[src/fpexc_pkg.sv]
package fpexc_pkg;

  // Register geometry
  localparam int STATUS_W   = 32;
  localparam int FIELD_W    = 4;
  localparam int NUM_FIELDS = 8;

  // Bit positions, bit 0 is the most significant bit
  localparam int BIT_EXC_SUMMARY      = 0;
  localparam int BIT_ENABLED_SUMMARY  = 1;
  localparam int BIT_INVALID_SUMMARY  = 2;
  localparam int BIT_OVERFLOW         = 3;
  localparam int BIT_UNDERFLOW        = 4;
  localparam int BIT_ZERO_DIVIDE      = 5;
  localparam int BIT_INEXACT          = 6;
  localparam int BIT_INV_SNAN         = 7;
  localparam int BIT_INV_INF_MINUS    = 8;
  localparam int BIT_INV_INF_DIV      = 9;
  localparam int BIT_INV_ZERO_DIV     = 10;
  localparam int BIT_INV_INF_TIMES    = 11;
  localparam int BIT_INV_COMPARE      = 12;
  localparam int BIT_INVALID_ENABLE   = 24;
  localparam int BIT_OVERFLOW_ENABLE  = 25;
  localparam int BIT_UNDERFLOW_ENABLE = 26;
  localparam int BIT_ZERO_DIV_ENABLE  = 27;
  localparam int BIT_INEXACT_ENABLE   = 28;

  // Masks over the word, written with bit 0 leftmost
  localparam logic [0:31] EXC_MASK      = 32'h1FF8_0000;
  localparam logic [0:31] INVALID_MASK  = 32'h01F8_0000;
  localparam logic [0:31] IMPL_MASK     = 32'hFFF8_00F8;
  localparam logic [0:31] WRITABLE_MASK = 32'h9FF8_00F8;
  localparam logic [0:31] CLEARABLE     = 32'h9FF8_0000;
  localparam logic [0:31] STATUS_RESET  = 32'h0000_0000;
  localparam logic [0:3]  CR_FIELD_RESET = 4'h0;

  // Status instruction codes, one-hot
  typedef enum logic [5:0] {
    FPEXC_OP_NONE                        = 6'h01,
    FPEXC_OP_MOVE_FIELDS                 = 6'h02,
    FPEXC_OP_MOVE_IMM                    = 6'h04,
    FPEXC_OP_SET_STATUS_BIT_ONE_INSTR    = 6'h08,
    FPEXC_OP_CLEAR_STATUS_BIT_ZERO_INSTR = 6'h10,
    FPEXC_OP_READ_FIELD_TO_CR            = 6'h20
  } fpexc_op_type;

  typedef struct packed {
    fpexc_op_type op;
    logic [0:7]   field_mask;
    logic [2:0]   field_idx;
    logic [0:3]   imm;
    logic [4:0]   bit_idx;
    logic [0:31]  data;
  } fpexc_cmd_type;

  typedef struct packed {
    logic overflow_flag;
    logic underflow_flag;
    logic zero_divide_flag;
    logic inexact_flag;
    logic invalid_signalling_nan_flag;
    logic invalid_inf_minus_inf_flag;
    logic invalid_inf_div_inf_flag;
    logic invalid_zero_div_zero_flag;
    logic invalid_inf_times_zero_flag;
    logic invalid_compare_flag;
  } fpexc_flags_type;

  typedef struct packed {
    logic            valid;
    fpexc_flags_type flags;
  } fpexc_done_type;

endpackage : fpexc_pkg

[src/fpexc_status.sv]
`timescale 1ns/100ps
// Overview of operation
// (RULE1) A completing arithmetic, compare or round-to-single op that raises any flag sets bit 0.
// (RULE2) A set-bit-to-one instruction that raises any flag also sets bit 0.
// (RULE3) The field read-out to the condition register clears bit 0 when it reads it.
// (RULE4) Move-fields, move-immediate, set-bit and clear-bit may write bit 0 to either value.
// (RULE5) Bit 1 is the OR of every exception flag ANDed with its own enable.
// (RULE6) Bit 2 is the OR of all invalid-operation subclass flags.
// (RULE7) Overflow, underflow, zero-divide and inexact flags sit in bits 3, 4, 5 and 6.
// (RULE8) Signalling NaN, inf-inf, inf/inf and 0/0 invalid flags sit in bits 7 to 10.
// (RULE9) Inf-times-zero and invalid compare sit in bits 11 and 12 and feed bit 2.
// (RULE10) Enables sit in bits 24 to 28: invalid, overflow, underflow, zero-divide, inexact.
// (RULE11) With the machine-state enable set, a new enabled exception raises the interrupt.
// (RULE12) Bit 0 and the flags stay set until an explicit write or a clearing read-out.
module fpexc_status
  import fpexc_pkg::*;
(
  // Clock and reset
  input  wire logic                     mclk_i,
  input  wire logic                     reset_i,
  input  wire logic                     ce_i,
  // Completing floating-point instruction
  input  wire fpexc_pkg::fpexc_done_type done_i,
  // Status move instructions
  input  wire fpexc_pkg::fpexc_cmd_type  cmd_i,
  // Machine-state interrupt enable
  input  wire logic                     fp_interrupt_enable_i,
  // Register view
  output logic [0:31]                   fp_status_control_o,
  // Condition register field
  output logic [0:3]                    cr_field_o,
  output logic                          cr_valid_o,
  // Precise program interrupt request
  output logic                          fp_interrupt_o
);

  import fpexc_pkg::*;

  logic [0:31] status_q;
  logic [0:31] status_d;
  logic [0:31] status_raw;
  logic [0:3]  cr_field_q;
  logic [0:3]  cr_field_d;
  logic        cr_valid_q;
  logic        cr_valid_d;
  logic        irq_q;
  logic        irq_d;
  logic        enabled_sum_new;
  logic        invalid_sum_new;

  logic [0:31] wmask;
  logic [0:31] wdata;
  logic [0:31] clr;
  logic [0:31] after_cmd;
  logic [0:31] cmd_rise;
  logic [0:31] pipe_set;
  logic [0:31] pipe_rise;
  logic        new_enabled;

  // Expand a field mask into a bit mask
  function automatic logic [0:31] field_bits(input logic [0:7] fm);
    logic [0:31] m;
    m = '0;
    for (int f = 0; f < NUM_FIELDS; f++) begin
      m[f*FIELD_W +: FIELD_W] = {FIELD_W{fm[f]}};
    end
    return m;
  endfunction : field_bits

  // One field selected by index
  function automatic logic [0:7] field_sel(input logic [2:0] idx);
    logic [0:7] fm;
    fm = '0;
    fm[idx] = 1'b1;
    return fm;
  endfunction : field_sel

  // Single bit selected by index
  function automatic logic [0:31] bit_sel(input logic [4:0] idx);
    logic [0:31] m;
    m = '0;
    m[idx] = 1'b1;
    return m;
  endfunction : bit_sel

  // Place pipeline flags at their word positions
  function automatic logic [0:31] flags_word(input fpexc_flags_type fl);
    logic [0:31] w;
    w = '0;
    w[BIT_OVERFLOW]      = fl.overflow_flag; // RULE7
    w[BIT_UNDERFLOW]     = fl.underflow_flag; // RULE7
    w[BIT_ZERO_DIVIDE]   = fl.zero_divide_flag; // RULE7
    w[BIT_INEXACT]       = fl.inexact_flag; // RULE7
    w[BIT_INV_SNAN]      = fl.invalid_signalling_nan_flag; // RULE8
    w[BIT_INV_INF_MINUS] = fl.invalid_inf_minus_inf_flag; // RULE8
    w[BIT_INV_INF_DIV]   = fl.invalid_inf_div_inf_flag; // RULE8
    w[BIT_INV_ZERO_DIV]  = fl.invalid_zero_div_zero_flag; // RULE8
    w[BIT_INV_INF_TIMES] = fl.invalid_inf_times_zero_flag; // RULE9
    w[BIT_INV_COMPARE]   = fl.invalid_compare_flag; // RULE9
    return w;
  endfunction : flags_word

  // Instruction decode and sticky update
  always_comb begin
    wmask      = '0;
    wdata      = '0;
    clr        = '0;
    unique case (cmd_i.op)
      FPEXC_OP_MOVE_FIELDS: begin
        wmask = field_bits(cmd_i.field_mask); // RULE4
        wdata = cmd_i.data;
      end
      FPEXC_OP_MOVE_IMM: begin
        wmask = field_bits(field_sel(cmd_i.field_idx)); // RULE4
        wdata = {NUM_FIELDS{cmd_i.imm}};
      end
      FPEXC_OP_SET_STATUS_BIT_ONE_INSTR: begin
        wmask = bit_sel(cmd_i.bit_idx); // RULE4
        wdata = '1;
      end
      FPEXC_OP_CLEAR_STATUS_BIT_ZERO_INSTR: begin
        wmask = bit_sel(cmd_i.bit_idx); // RULE4
        wdata = '0;
      end
      FPEXC_OP_READ_FIELD_TO_CR: begin
        clr = field_bits(field_sel(cmd_i.field_idx)) & CLEARABLE; // RULE3
      end
      FPEXC_OP_NONE: begin
        wmask = '0;
      end
      default: begin
        // Illegal code does nothing
        wmask = '0;
      end
    endcase
    // Summaries 1 and 2 are derived, so writes to them are dropped
    wmask     = wmask & WRITABLE_MASK;
    after_cmd = ((status_q & ~wmask) | (wdata & wmask)) & ~clr; // RULE12
    cmd_rise  = after_cmd & ~status_q & EXC_MASK;
    pipe_set  = done_i.valid ? (flags_word(done_i.flags) & EXC_MASK) : '0;
    pipe_rise = pipe_set & ~after_cmd;
    // Pipeline set wins over a same-cycle clear
    status_raw = (after_cmd | pipe_set) & IMPL_MASK; // RULE12
    if ((cmd_i.op == FPEXC_OP_SET_STATUS_BIT_ONE_INSTR) && (|cmd_rise)) begin
      status_raw[BIT_EXC_SUMMARY] = 1'b1; // RULE2
    end
    if (|pipe_rise) begin
      status_raw[BIT_EXC_SUMMARY] = 1'b1; // RULE1
    end
  end

  fpexc_summary u_summary (
    .status_i                    (status_raw),
    .enabled_exception_summary_o (enabled_sum_new),
    .invalid_op_summary_o        (invalid_sum_new)
  );

  // Final word under the clock enable
  always_comb begin
    status_d = status_raw;
    status_d[BIT_ENABLED_SUMMARY] = enabled_sum_new; // RULE5
    status_d[BIT_INVALID_SUMMARY] = invalid_sum_new; // RULE6
    if (!ce_i) begin
      status_d = status_q;
    end
  end

  always_ff @(posedge mclk_i or posedge reset_i) begin
    if (reset_i) begin
      status_q <= STATUS_RESET;
    end else begin
      status_q <= status_d;
    end
  end

  // Field read-out to the condition register
  always_comb begin
    cr_field_d = cr_field_q;
    cr_valid_d = 1'b0;
    if (cmd_i.op == FPEXC_OP_READ_FIELD_TO_CR) begin
      // Copy taken before the clear so the reader sees the old flags
      cr_field_d = status_q[{cmd_i.field_idx, 2'b00} +: FIELD_W]; // RULE3
      cr_valid_d = 1'b1;
    end
    if (!ce_i) begin
      cr_field_d = cr_field_q;
      cr_valid_d = cr_valid_q;
    end
  end

  always_ff @(posedge mclk_i or posedge reset_i) begin
    if (reset_i) begin
      cr_field_q <= CR_FIELD_RESET;
      cr_valid_q <= 1'b0;
    end else begin
      cr_field_q <= cr_field_d;
      cr_valid_q <= cr_valid_d;
    end
  end

  // Interrupt request
  always_comb begin
    // Any fresh exception flag while bit 1 is set, or bit 1 newly set by a flag or an enable
    new_enabled = enabled_sum_new &
                  (~status_q[BIT_ENABLED_SUMMARY] | (|(cmd_rise | pipe_rise)));
    irq_d = fp_interrupt_enable_i & new_enabled; // RULE11
    if (!ce_i) begin
      irq_d = irq_q;
    end
  end

  always_ff @(posedge mclk_i or posedge reset_i) begin
    if (reset_i) begin
      irq_q <= 1'b0;
    end else begin
      irq_q <= irq_d;
    end
  end

  assign fp_status_control_o = status_q;
  assign cr_field_o          = cr_field_q;
  assign cr_valid_o          = cr_valid_q;
  assign fp_interrupt_o      = irq_q;

endmodule : fpexc_status

[src/fpexc_summary.sv]
`timescale 1ns/100ps
module fpexc_summary
  import fpexc_pkg::*;
(
  // Raw status word
  input  wire logic [0:31] status_i,
  // Summaries
  output logic             enabled_exception_summary_o,
  output logic             invalid_op_summary_o
);

  logic invalid_any;

  always_comb begin
    invalid_any = |(status_i & INVALID_MASK); // RULE6 RULE9
    invalid_op_summary_o = invalid_any; // RULE6
    enabled_exception_summary_o =
      (invalid_any                 & status_i[BIT_INVALID_ENABLE])   |
      (status_i[BIT_OVERFLOW]      & status_i[BIT_OVERFLOW_ENABLE])  |
      (status_i[BIT_UNDERFLOW]     & status_i[BIT_UNDERFLOW_ENABLE]) |
      (status_i[BIT_ZERO_DIVIDE]   & status_i[BIT_ZERO_DIV_ENABLE])  |
      (status_i[BIT_INEXACT]       & status_i[BIT_INEXACT_ENABLE]); // RULE5 RULE10
  end

endmodule : fpexc_summary

[config.mk]
export PLATFORM = sky130hd
export DESIGN_NAME = fpexc_status
export DESIGN_NICKNAME = d
export VERILOG_FILES = /design/src/fpexc_pkg.sv /design/src/fpexc_status.sv /design/src/fpexc_summary.sv
export SDC_FILE = /design/constraint.sdc
export NUM_CORES = 1
export LEC_CHECK = 0
export CORE_MARGIN = 2
export CORE_UTILIZATION = 67
export CTS_BUF_LIST = sky130_fd_sc_hd__clkbuf_8
export DETAILED_ROUTE_END_ITERATION = 10
export DONT_BUFFER_PORTS = 1
export PLACE_DENSITY = 0.85
export SLEW_MARGIN = 5
export SYNTH_ARGS = -nofsm -noshare
export SYNTH_HDL_FRONTEND = slang
export SYNTH_SLANG_ARGS = --single-unit
[constraint.sdc]
create_clock -name mclk_i -period 2.1 [get_ports mclk_i]
set_input_delay 0.21 -clock mclk_i [delete_from_list [all_inputs] [get_ports mclk_i]]
set_output_delay 0.21 -clock mclk_i [all_outputs]
set_load 0.02 [all_outputs]
==> tab_implementation.tex, run 1 <==
\begin{tabular}{lr}
\hline
Metric & Value \\
\hline
\multicolumn{2}{l}{\textbf{Die}} \\
Die Span X & 64.4 um \\
Core box area & 3420 um\^{}2 \\
Starting Density & 0.715 \\
IO Count & 111 \\
Floorplan row count & 21 \\
Chip height & 64.4 um \\
Die ar. & 4140 um\^{}2 \\
\multicolumn{2}{l}{\textbf{Clock tree}} \\
TritonCTS clock tree & yes \\
Number of clock buffers inserted by TritonCTS & 3 \\
Worst-skew pair later-pin latency & 0.27 ns \\
Clock sinks & 24 \\
Largest buffer count on any clock path & 2 \\
CTS Root Buffer Type & sky130\_fd\_sc\_hd\_\_clkbuf\_8 \\
Register clock-pin slew on the reported worst setup and hold paths & 0.09 ns \\
Number of levels in the clock H-tree & 1 \\
\multicolumn{2}{l}{\textbf{Critical path}} \\
Slowest stage cell, crit path & sky130\_fd\_sc\_hd\_\_or4\_4 \\
Endpoint kind of the worst setup timing path & register \\
CP bufs+invs & 1 \\
Stage delay of the slowest cell on the critical path & 0.58 ns \\
CP cell instances & or4\_4, or3\_1, buf\_4, o21ai\_1, mux2i\_1, o22a\_1, a41o\_1, a22oi\_1 \\
Path type of the worst setup path & primary input to register \\
Required @ worst endpoint & 2.26 ns \\
Worst setup SP type & primary input \\
Largest delay contributor family on the critical path & simple AND/OR/NAND/NOR gates \\
Worst EP arrival & 2.34 ns \\
Largest fanout on the critical path & 7 \\
\multicolumn{2}{l}{\textbf{Synthesis}} \\
Number of distinct library cell variants in the gate-level netlist after synthesis & 59 \\
Proportion of synthesized chip area in sequential cells & 0.246 \\
Cells after synthesis & 299 \\
Flops \& latches, synth & 24 \\
Primary flip-flop cell chosen by synthesis mapping & sky130\_fd\_sc\_hd\_\_dfrtp\_1 \\
Share of flip-flops with an asynchronous set or reset & 1.00 \\
Cell area after synthesis & 2440 um\^{}2 \\
Number of flops mapped to enable cells by yosys & 0 \\
Count of synthesis-stage warnings from yosys & 0 \\
Avg Synthesized Cell Area & 8.16 um\^{}2 \\
\multicolumn{2}{l}{\textbf{STA}} \\
Total of endpoints with negative setup slack in the final report & 3 \\
Upper clock frequency limit & 458 MHz \\
Final worst clock skew & 0.00502 ns \\
Slew at the pin with the worst max-slew slack & 0.901 ns \\
Fin. max-slew vios & 0 \\
Hold Vio Cnt, Final & 0 \\
Final total negative setup slack & -0.223 ns \\
Minimum setup slack in the final design & -0.0819 ns \\
Final Critical Period & 2.18 ns \\
Period utilisation layout & 1.04 \\
Normalized max-slew margin & 0.399 \\
RSZ-0062 raised after global routing & yes \\
\multicolumn{2}{l}{\textbf{Power and ir drop}} \\
Final Power & 0.00167 W \\
Maximum vdd drop & 0.687 mV \\
Net switching power of the design & 0.000638 W \\
Power per standard cell area & 566 nW/um\^{}2 \\
Proportion of total power due to net switching & 0.381 \\
Relative contribution of sequential cells to total power & 0.431 \\
Static Leak & 1.31 nW \\
Combinational group share of total power & 0.321 \\
Cell-internal power & 0.00104 W \\
Power share of the clock group & 0.248 \\
\multicolumn{2}{l}{\textbf{Job}} \\
Number of max-cap violations & 0 \\
\multicolumn{2}{l}{\textbf{Route}} \\
Number of violations reported at the end of detailed-routing iteration 0 & 388 \\
Final antenna-violating net count & 0 \\
Detailed-route vias per instance & 7.23 \\
Met3 routed WL & 1300 um \\
Met1 wire length & 3010 um \\
Total length of routed met2 wires & 4010 um \\
Total via count after detailed routing & 2789 \\
Router iterations before antenna repair & 6 \\
Number of design rule violations left after detail routing & 0 \\
Highest routing layer actually used & met4 \\
Post-detailed-routing wire length & 8790 um \\
Post-DR wirelength/cell & 22.8 um \\
\multicolumn{2}{l}{\textbf{GRT}} \\
Pin count of the biggest net entering global routing & 36 \\
Congestion Overflow GR & 0 \\
Wire length of the first global-routing pass & 13500 um \\
All-layer global routing usage & 0.430 \\
Number of global-route vias before repair & 2700 \\
Number of antenna violations at the first check in global routing & 0 \\
\multicolumn{2}{l}{\textbf{Placement}} \\
Dpl cells & 375 \\
Buffers added on ports & 0 \\
Standard cell area after detailed placement & 2800 um\^{}2 \\
Hpwl dp & 6750 um \\
Final estimated routing congestion in global placement & 1.10 \\
\multicolumn{2}{l}{\textbf{Cells and area}} \\
Final Instance Count excl. Fillers & 386 \\
Final cell utilization of the core & 0.865 \\
Share of cells above drive strength 1 & 0.276 \\
Post-layout net count & 414 \\
Area delta synth->final & 21.1\% \\
Finished layout cell area & 2960 um\^{}2 \\
Antenna cell count & 0 \\
Fill count & 201 \\
\multicolumn{2}{l}{\textbf{Status}} \\
Outcome & finished, violations left \\
Failing checks & setup timing \\
\multicolumn{2}{l}{\textbf{Hold path}} \\
Kind of path behind the tightest hold check & primary input to async pin \\
\hline
\end{tabular}
path summary, 6_finish.rpt:
| kind | startpoint | end | slack [ns] | cells after the start |
|---|---|---|---|---|
| worst min-delay path | reset_i | fp_status_control_o[26]$_DFFE_PP0P_ | 0.009 | 1 |
| worst max register to register | fp_status_control_o[5]$_DFFE_PP0P_ | fp_status_control_o[0]$_DFFE_PP0P_ | 0.29 | 7 |
| min in group mclk_i | ce_i | fp_status_control_o[3]$_DFFE_PP0P_ | 0.02 | 1 |
| worst max-delay path | cmd_i[53] | fp_interrupt_o$_DFFE_PP0P_ | -0.08 | 8 |
| worst min register to register | fp_status_control_o[5]$_DFFE_PP0P_ | fp_status_control_o[5]$_DFFE_PP0P_ | 0.65 | 2 |
| max in group asynchronous | reset_i | fp_status_control_o[24]$_DFFE_PP0P_ | 1.54 | 1 |
synthesized netlist by cell type, drive strengths merged, types with 11 or more instances:
| cell type | instances | area, um^2 |
|---|---|---|
| nor2 | 25 | 93.8 |
| dfrtp | 24 | 601 |
| buf | 21 | 156 |
| nand2 | 21 | 78.8 |
| a21oi | 17 | 85.1 |
| mux2i | 13 | 130 |
| nand3 | 12 | 60.1 |
| nor4 | 12 | 126 |
| a221oi | 11 | 96.3 |
| clkbuf | 11 | 45.1 |
| o21ai | 11 | 55.1 |
routing by layer:
metal  vias up  GRT usage
li1       1200          -
met1      1267      0.550
met2       264      0.688
met3        58      0.113
met4         0      0.176
met5         -          0
registers in the layout (all words and copies together), names as in the netlist:
register	count
cr_valid_o	1
cr_field_o	4
fp_interrupt_o	1
fp_status_control_o	18
logic make-up after synthesis:
kind of cell / share of synthesized area
AO/OA/AOI/OAI: 0.248
XOR/XNOR: 0.00359
buffers and inverters: 0.0979
flip-flops: 0.246
multiplexers: 0.103
other: 0.00154
AND/OR/NAND/NOR: 0.300
power by group through the flow:
stage          clock (W)  sequential, W  combinational [W]
2_1_floorplan          0       0.000691           0.000375
3_3_place_gp           0       0.000714           0.000466
3_5_place_dp           0       0.000720           0.000489
4_1_cts         0.000409       0.000711           0.000511
5_1_grt         0.000429       0.000728           0.000570
6_report        0.000415       0.000721           0.000537
layout make-up:
| class | count | area, um^2 | area share |
|---|---|---|---|
| multi-input combinational | 247 | 1750 | 0.594 |
| timing repair buffer | 55 | 434 | 0.147 |
| sequential | 24 | 601 | 0.203 |
| clock buffer | 3 | 41.3 | 0.0140 |
| inverter | 10 | 37.5 | 0.0127 |
| clock inverter | 1 | 30.0 | 0.0102 |
| tap | 46 | 57.6 | 0.0195 |
through the flow:
stage | hold slack [ns] | setup slack (ns)
floorplan | 0.225 | -0.188
global placement | 0.299 | -0.412
detailed placement | 0.304 | -0.429
CTS | 0.0106 | -0.0614
global route | 0.0110 | -0.123
finish | 0.00859 | -0.0819
what timing repair did:
item	in CTS	in global routing
hold endpoints to repair	0	1
endpoints found under the setup margin	3	3
buffers inserted	4	0
gates cloned	1	0
resized for setup	4	4
pin swaps	4	3
hold buffers	0	2
cell usage in the layout, fill, tap and decap left out, types with 3 or more instances in the layout:
cell type	n
sky130_fd_sc_hd__buf_4	51
sky130_fd_sc_hd__nor2_1	24
sky130_fd_sc_hd__dfrtp_1	24
sky130_fd_sc_hd__nand2_1	21
sky130_fd_sc_hd__a21oi_1	17
sky130_fd_sc_hd__conb_1	14
sky130_fd_sc_hd__nand3_1	12
sky130_fd_sc_hd__mux2i_1	12
sky130_fd_sc_hd__inv_1	10
sky130_fd_sc_hd__a221oi_1	9
sky130_fd_sc_hd__nor3_1	8
sky130_fd_sc_hd__a31oi_1	8
sky130_fd_sc_hd__o21ai_0	8
sky130_fd_sc_hd__a22oi_1	8
sky130_fd_sc_hd__mux2_2	8
sky130_fd_sc_hd__nor4_4	5
sky130_fd_sc_hd__nand2b_1	5
sky130_fd_sc_hd__and2_1	5
sky130_fd_sc_hd__nor4_1	5
sky130_fd_sc_hd__or3_1	4
sky130_fd_sc_hd__a211oi_1	4
sky130_fd_sc_hd__a21o_1	4
sky130_fd_sc_hd__nor3b_1	3
sky130_fd_sc_hd__and3_1	3
sky130_fd_sc_hd__or2_2	3
sky130_fd_sc_hd__a221o_1	3
sky130_fd_sc_hd__and4_1	3
sky130_fd_sc_hd__a22o_1	3
sky130_fd_sc_hd__clkbuf_8	3
Note: power is estimated with default switching activity, not from simulation.
==> inputs of run 2 (changes only) <==
--- a/config.mk
+++ b/config.mk
@@ -6,11 +6,11 @@
 export NUM_CORES = 1
 export LEC_CHECK = 0
 export CORE_MARGIN = 2
-export CORE_UTILIZATION = 67
+export CORE_UTILIZATION = 65
 export CTS_BUF_LIST = sky130_fd_sc_hd__clkbuf_8
 export DETAILED_ROUTE_END_ITERATION = 10
 export DONT_BUFFER_PORTS = 1
-export PLACE_DENSITY = 0.85
+export PLACE_DENSITY = 0.83
 export SLEW_MARGIN = 5
 export SYNTH_ARGS = -nofsm -noshare
 export SYNTH_HDL_FRONTEND = slang
==> tab_implementation.tex, run 2 (synthesis results as in run 1) <==
\begin{tabular}{lr}
\hline
Metric & Value \\
\hline
\multicolumn{2}{l}{\textbf{Clock tree}} \\
Number of levels in the clock H-tree & 1 (unchanged) \\
Register clock-pin slew on the reported worst setup and hold paths & 0.09 ns (about the same) \\
TritonCTS clock tree & yes \\
Worst-skew pair later-pin latency & 0.27 ns (about the same) \\
CTS Root Buffer Type & sky130\_fd\_sc\_hd\_\_clkbuf\_8 \\
Largest buffer count on any clock path & 2 (unchanged) \\
Number of clock buffers inserted by TritonCTS & 3 (unchanged) \\
Clock sinks & 24 (unchanged) \\
\multicolumn{2}{l}{\textbf{STA}} \\
Hold Vio Cnt, Final & 0 (unchanged) \\
Final Critical Period & 2.26 ns (+0.0805 ns) \\
Upper clock frequency limit & 442 MHz (-3.6\%) \\
RSZ-0062 raised after global routing & yes \\
Total of endpoints with negative setup slack in the final report & 3 (unchanged) \\
Period utilisation layout & 1.08 (+0.0383) \\
Normalized max-slew margin & 0.369 (-0.0302) \\
Fin. max-slew vios & 0 (unchanged) \\
Final worst clock skew & 0.00584 ns (+0.000823 ns) \\
Slew at the pin with the worst max-slew slack & 0.946 ns (+0.0452 ns) \\
Minimum setup slack in the final design & -0.162 ns (-0.0805 ns) \\
\multicolumn{2}{l}{\textbf{Power and ir drop}} \\
Power per standard cell area & 512 nW/um\^{}2 (-9.6\%) \\
Proportion of total power due to net switching & 0.403 (+0.0213) \\
Final Power & 0.00161 W (-3.7\%) \\
Static Leak & 1.37 nW (+5.2\%) \\
Maximum vdd drop & 0.509 mV (-26\%) \\
Net switching power of the design & 0.000649 W (+1.7\%) \\
Cell-internal power & 0.000963 W (-7.0\%) \\
Combinational group share of total power & 0.355 (+0.034) \\
Relative contribution of sequential cells to total power & 0.444 (+0.013) \\
Power share of the clock group & 0.201 (-0.047) \\
\multicolumn{2}{l}{\textbf{Placement}} \\
Final estimated routing congestion in global placement & 1.01 (-8.7\%) \\
Hpwl dp & 6930 um (+2.7\%) \\
Setup slack at placement & -0.393 ns (+0.0364 ns) \\
Buffers added on ports & 0 (unchanged) \\
\multicolumn{2}{l}{\textbf{GRT}} \\
All-layer global routing usage & 0.418 (-0.0122) \\
Number of global-route vias before repair & 2591 (-4.0\%) \\
Wire length of the first global-routing pass & 13300 um (-1.5\%) \\
Pin count of the biggest net entering global routing & 36 (unchanged) \\
Congestion Overflow GR & 0 (unchanged) \\
Number of antenna violations at the first check in global routing & 0 (unchanged) \\
\multicolumn{2}{l}{\textbf{Route}} \\
Total via count after detailed routing & 2911 (+4.4\%) \\
Number of violations reported at the end of detailed-routing iteration 0 & 412 (+6.2\%) \\
Post-detailed-routing wire length & 9470 um (+7.8\%) \\
Number of design rule violations left after detail routing & 0 (unchanged) \\
Detailed-route vias per instance & 7.33 (+1.5\%) \\
Router iterations before antenna repair & 5 (-1) \\
Final antenna-violating net count & 0 (unchanged) \\
Post-DR wirelength/cell & 23.9 um (+4.8\%) \\
\multicolumn{2}{l}{\textbf{Cells and area}} \\
Leading cell types in the layout, fill and taps excluded & 59 x sky130\_fd\_sc\_hd\_\_buf\_4, 24 x sky130\_fd\_sc\_hd\_\_dfrtp\_1, 23 x sky130\_fd\_sc\_hd\_\_nor2\_1 \\
Most common cell after layout, fill and taps aside & sky130\_fd\_sc\_hd\_\_buf\_4 \\
Area delta synth->final & 29.0\% \\
Post-layout net count & 423 (+2.2\%) \\
Share of cells above drive strength 1 & 0.350 (+0.0731) \\
Antenna cell count & 0 (unchanged) \\
Final cell utilization of the core & 0.866 (+0.00119) \\
Fill count & 203 (+1.0\%) \\
Max reg flops & 18 (unchanged) \\
\multicolumn{2}{l}{\textbf{Status}} \\
Outcome & finished, violations left \\
Failing checks & setup timing \\
\multicolumn{2}{l}{\textbf{Hold path}} \\
Hold Path Origin & ce\_i \\
Kind of path behind the tightest hold check & primary input to register \\
\multicolumn{2}{l}{\textbf{Critical path}} \\
Launching point of the worst reg2reg path & fp\_status\_control\_o[9]\$\_DFFE\_PP0P\_ \\
Beginning of the critical path & cmd\_i[57] \\
Required @ worst endpoint & 2.26 ns (about the same) \\
Endpoint kind of the worst setup timing path & register \\
Worst EP arrival & 2.42 ns (+0.08 ns) \\
Path type of the worst setup path & primary input to register \\
Largest fanout on the critical path & 6 (-1) \\
Worst setup SP type & primary input \\
\multicolumn{2}{l}{\textbf{Die}} \\
Die ar. & 4260 um\^{}2 (+2.9\%) \\
Floorplan row count & 22 (+4.8\%) \\
Core box area & 3630 um\^{}2 (+6.4\%) \\
Chip height & 65.3 um (+1.4\%) \\
Starting Density & 0.672 (-0.0428) \\
Die Span X & 65.3 um (+1.4\%) \\
IO Count & 111 (unchanged) \\
\multicolumn{2}{l}{\textbf{Job}} \\
Number of max-cap violations & 0 (unchanged) \\
\hline
\end{tabular}
-- run 2: changes by cell type in the layout (fill, tap and decap cells not counted), moves of 3 or more --
cell,previous run,this run
sky130_fd_sc_hd__nor3_2,2,5
sky130_fd_sc_hd__mux2i_1,12,8
sky130_fd_sc_hd__nor3_1,8,5
sky130_fd_sc_hd__buf_4,51,59
sky130_fd_sc_hd__o21ai_0,8,5
sky130_fd_sc_hd__mux2i_2,1,4
sky130_fd_sc_hd__o21ai_2,1,4
sky130_fd_sc_hd__nor4_4,5,8
-- run 2: final timing paths --
kind	slack, ns	endpoint	cells past startpoint
setup / recovery	-0.16	fp_status_control_o[0]$_DFFE_PP0P_	9
hold / removal	0.01	fp_status_control_o[1]$_DFFE_PP0P_	1
setup reg to reg	0.26	fp_interrupt_o$_DFFE_PP0P_	6
hold reg to reg	0.60	fp_status_control_o[7]$_DFFE_PP0P_	2
max in group asynchronous	1.49	fp_status_control_o[6]$_DFFE_PP0P_	1
min in group asynchronous	0.03	fp_status_control_o[3]$_DFFE_PP0P_	1
-- run 2: timing repair --
action | in CTS | in global routing
hold endpoints to repair | 0 | 1
pin swaps | 4 | 8
buffers inserted | 1 | 3
hold buffers | 0 | 1
endpoints found under the setup margin | 3 | 3
resized for setup | 11 | 25
-- run 2: routing by layer --
layer | routed length, um | global-route usage | up-vias
li1 | - | - | 1220
met1 | 3350 | 0.547 | 1342
met2 | 4300 | 0.681 | 287
met3 | 1370 | 0.123 | 62
met4 | 461 | 0.0964 | 0
met5 | 0 | 0 | -
-- run 2: through the flow --
| stage | setup TNS, ns | hold slack (ns) | std cells | instance area (um^2) |
|---|---|---|---|---|
| after floorplan | -0.418 | 0.225 | 312 | 2560 |
| after CTS | -0.0993 | 0.0121 | 393 | 3010 |
| final | -0.356 | 0.00970 | 397 | 3150 |
| after detailed placement | -1.59 | 0.302 | 388 | 2910 |
| after global placement | -1.32 | 0.299 | 388 | 2910 |
| after global routing | -0.481 | 0.00235 | 397 | 3150 |
-- run 2: layout make-up --
| type | count | area (um^2) | area share |
|---|---|---|---|
| Clock buffer | 4 | 55.1 | 0.0175 |
| Sequential cell | 24 | 601 | 0.191 |
| Tap cell | 48 | 60.1 | 0.0191 |
| Inverter | 10 | 37.5 | 0.0119 |
| Multi-Input combinational cell | 246 | 1860 | 0.591 |
| Timing Repair Buffer | 65 | 536 | 0.170 |
-- run 2: worst max-delay path, cell delays in order --
cell and delay [ns]:
sky130_fd_sc_hd__or4_4 0.60, sky130_fd_sc_hd__buf_12 0.17, sky130_fd_sc_hd__nor4_4 0.20, sky130_fd_sc_hd__or4_1 0.17, sky130_fd_sc_hd__o211ai_1 0.14, sky130_fd_sc_hd__a22o_1 0.26
sky130_fd_sc_hd__a2111o_1 0.40, sky130_fd_sc_hd__o21ai_2 0.17, sky130_fd_sc_hd__a31oi_1 0.10
-- run 2: power by group through the flow --
stage | Clock [W] | Combinational (W) | Sequential, W
floorplan | 0 | 0.000375 | 0.000691
global placement | 0 | 0.000477 | 0.000712
detailed placement | 0 | 0.000503 | 0.000716
CTS | 0.000319 | 0.000515 | 0.000707
global route | 0.000347 | 0.000607 | 0.000719
finish | 0.000323 | 0.000572 | 0.000716
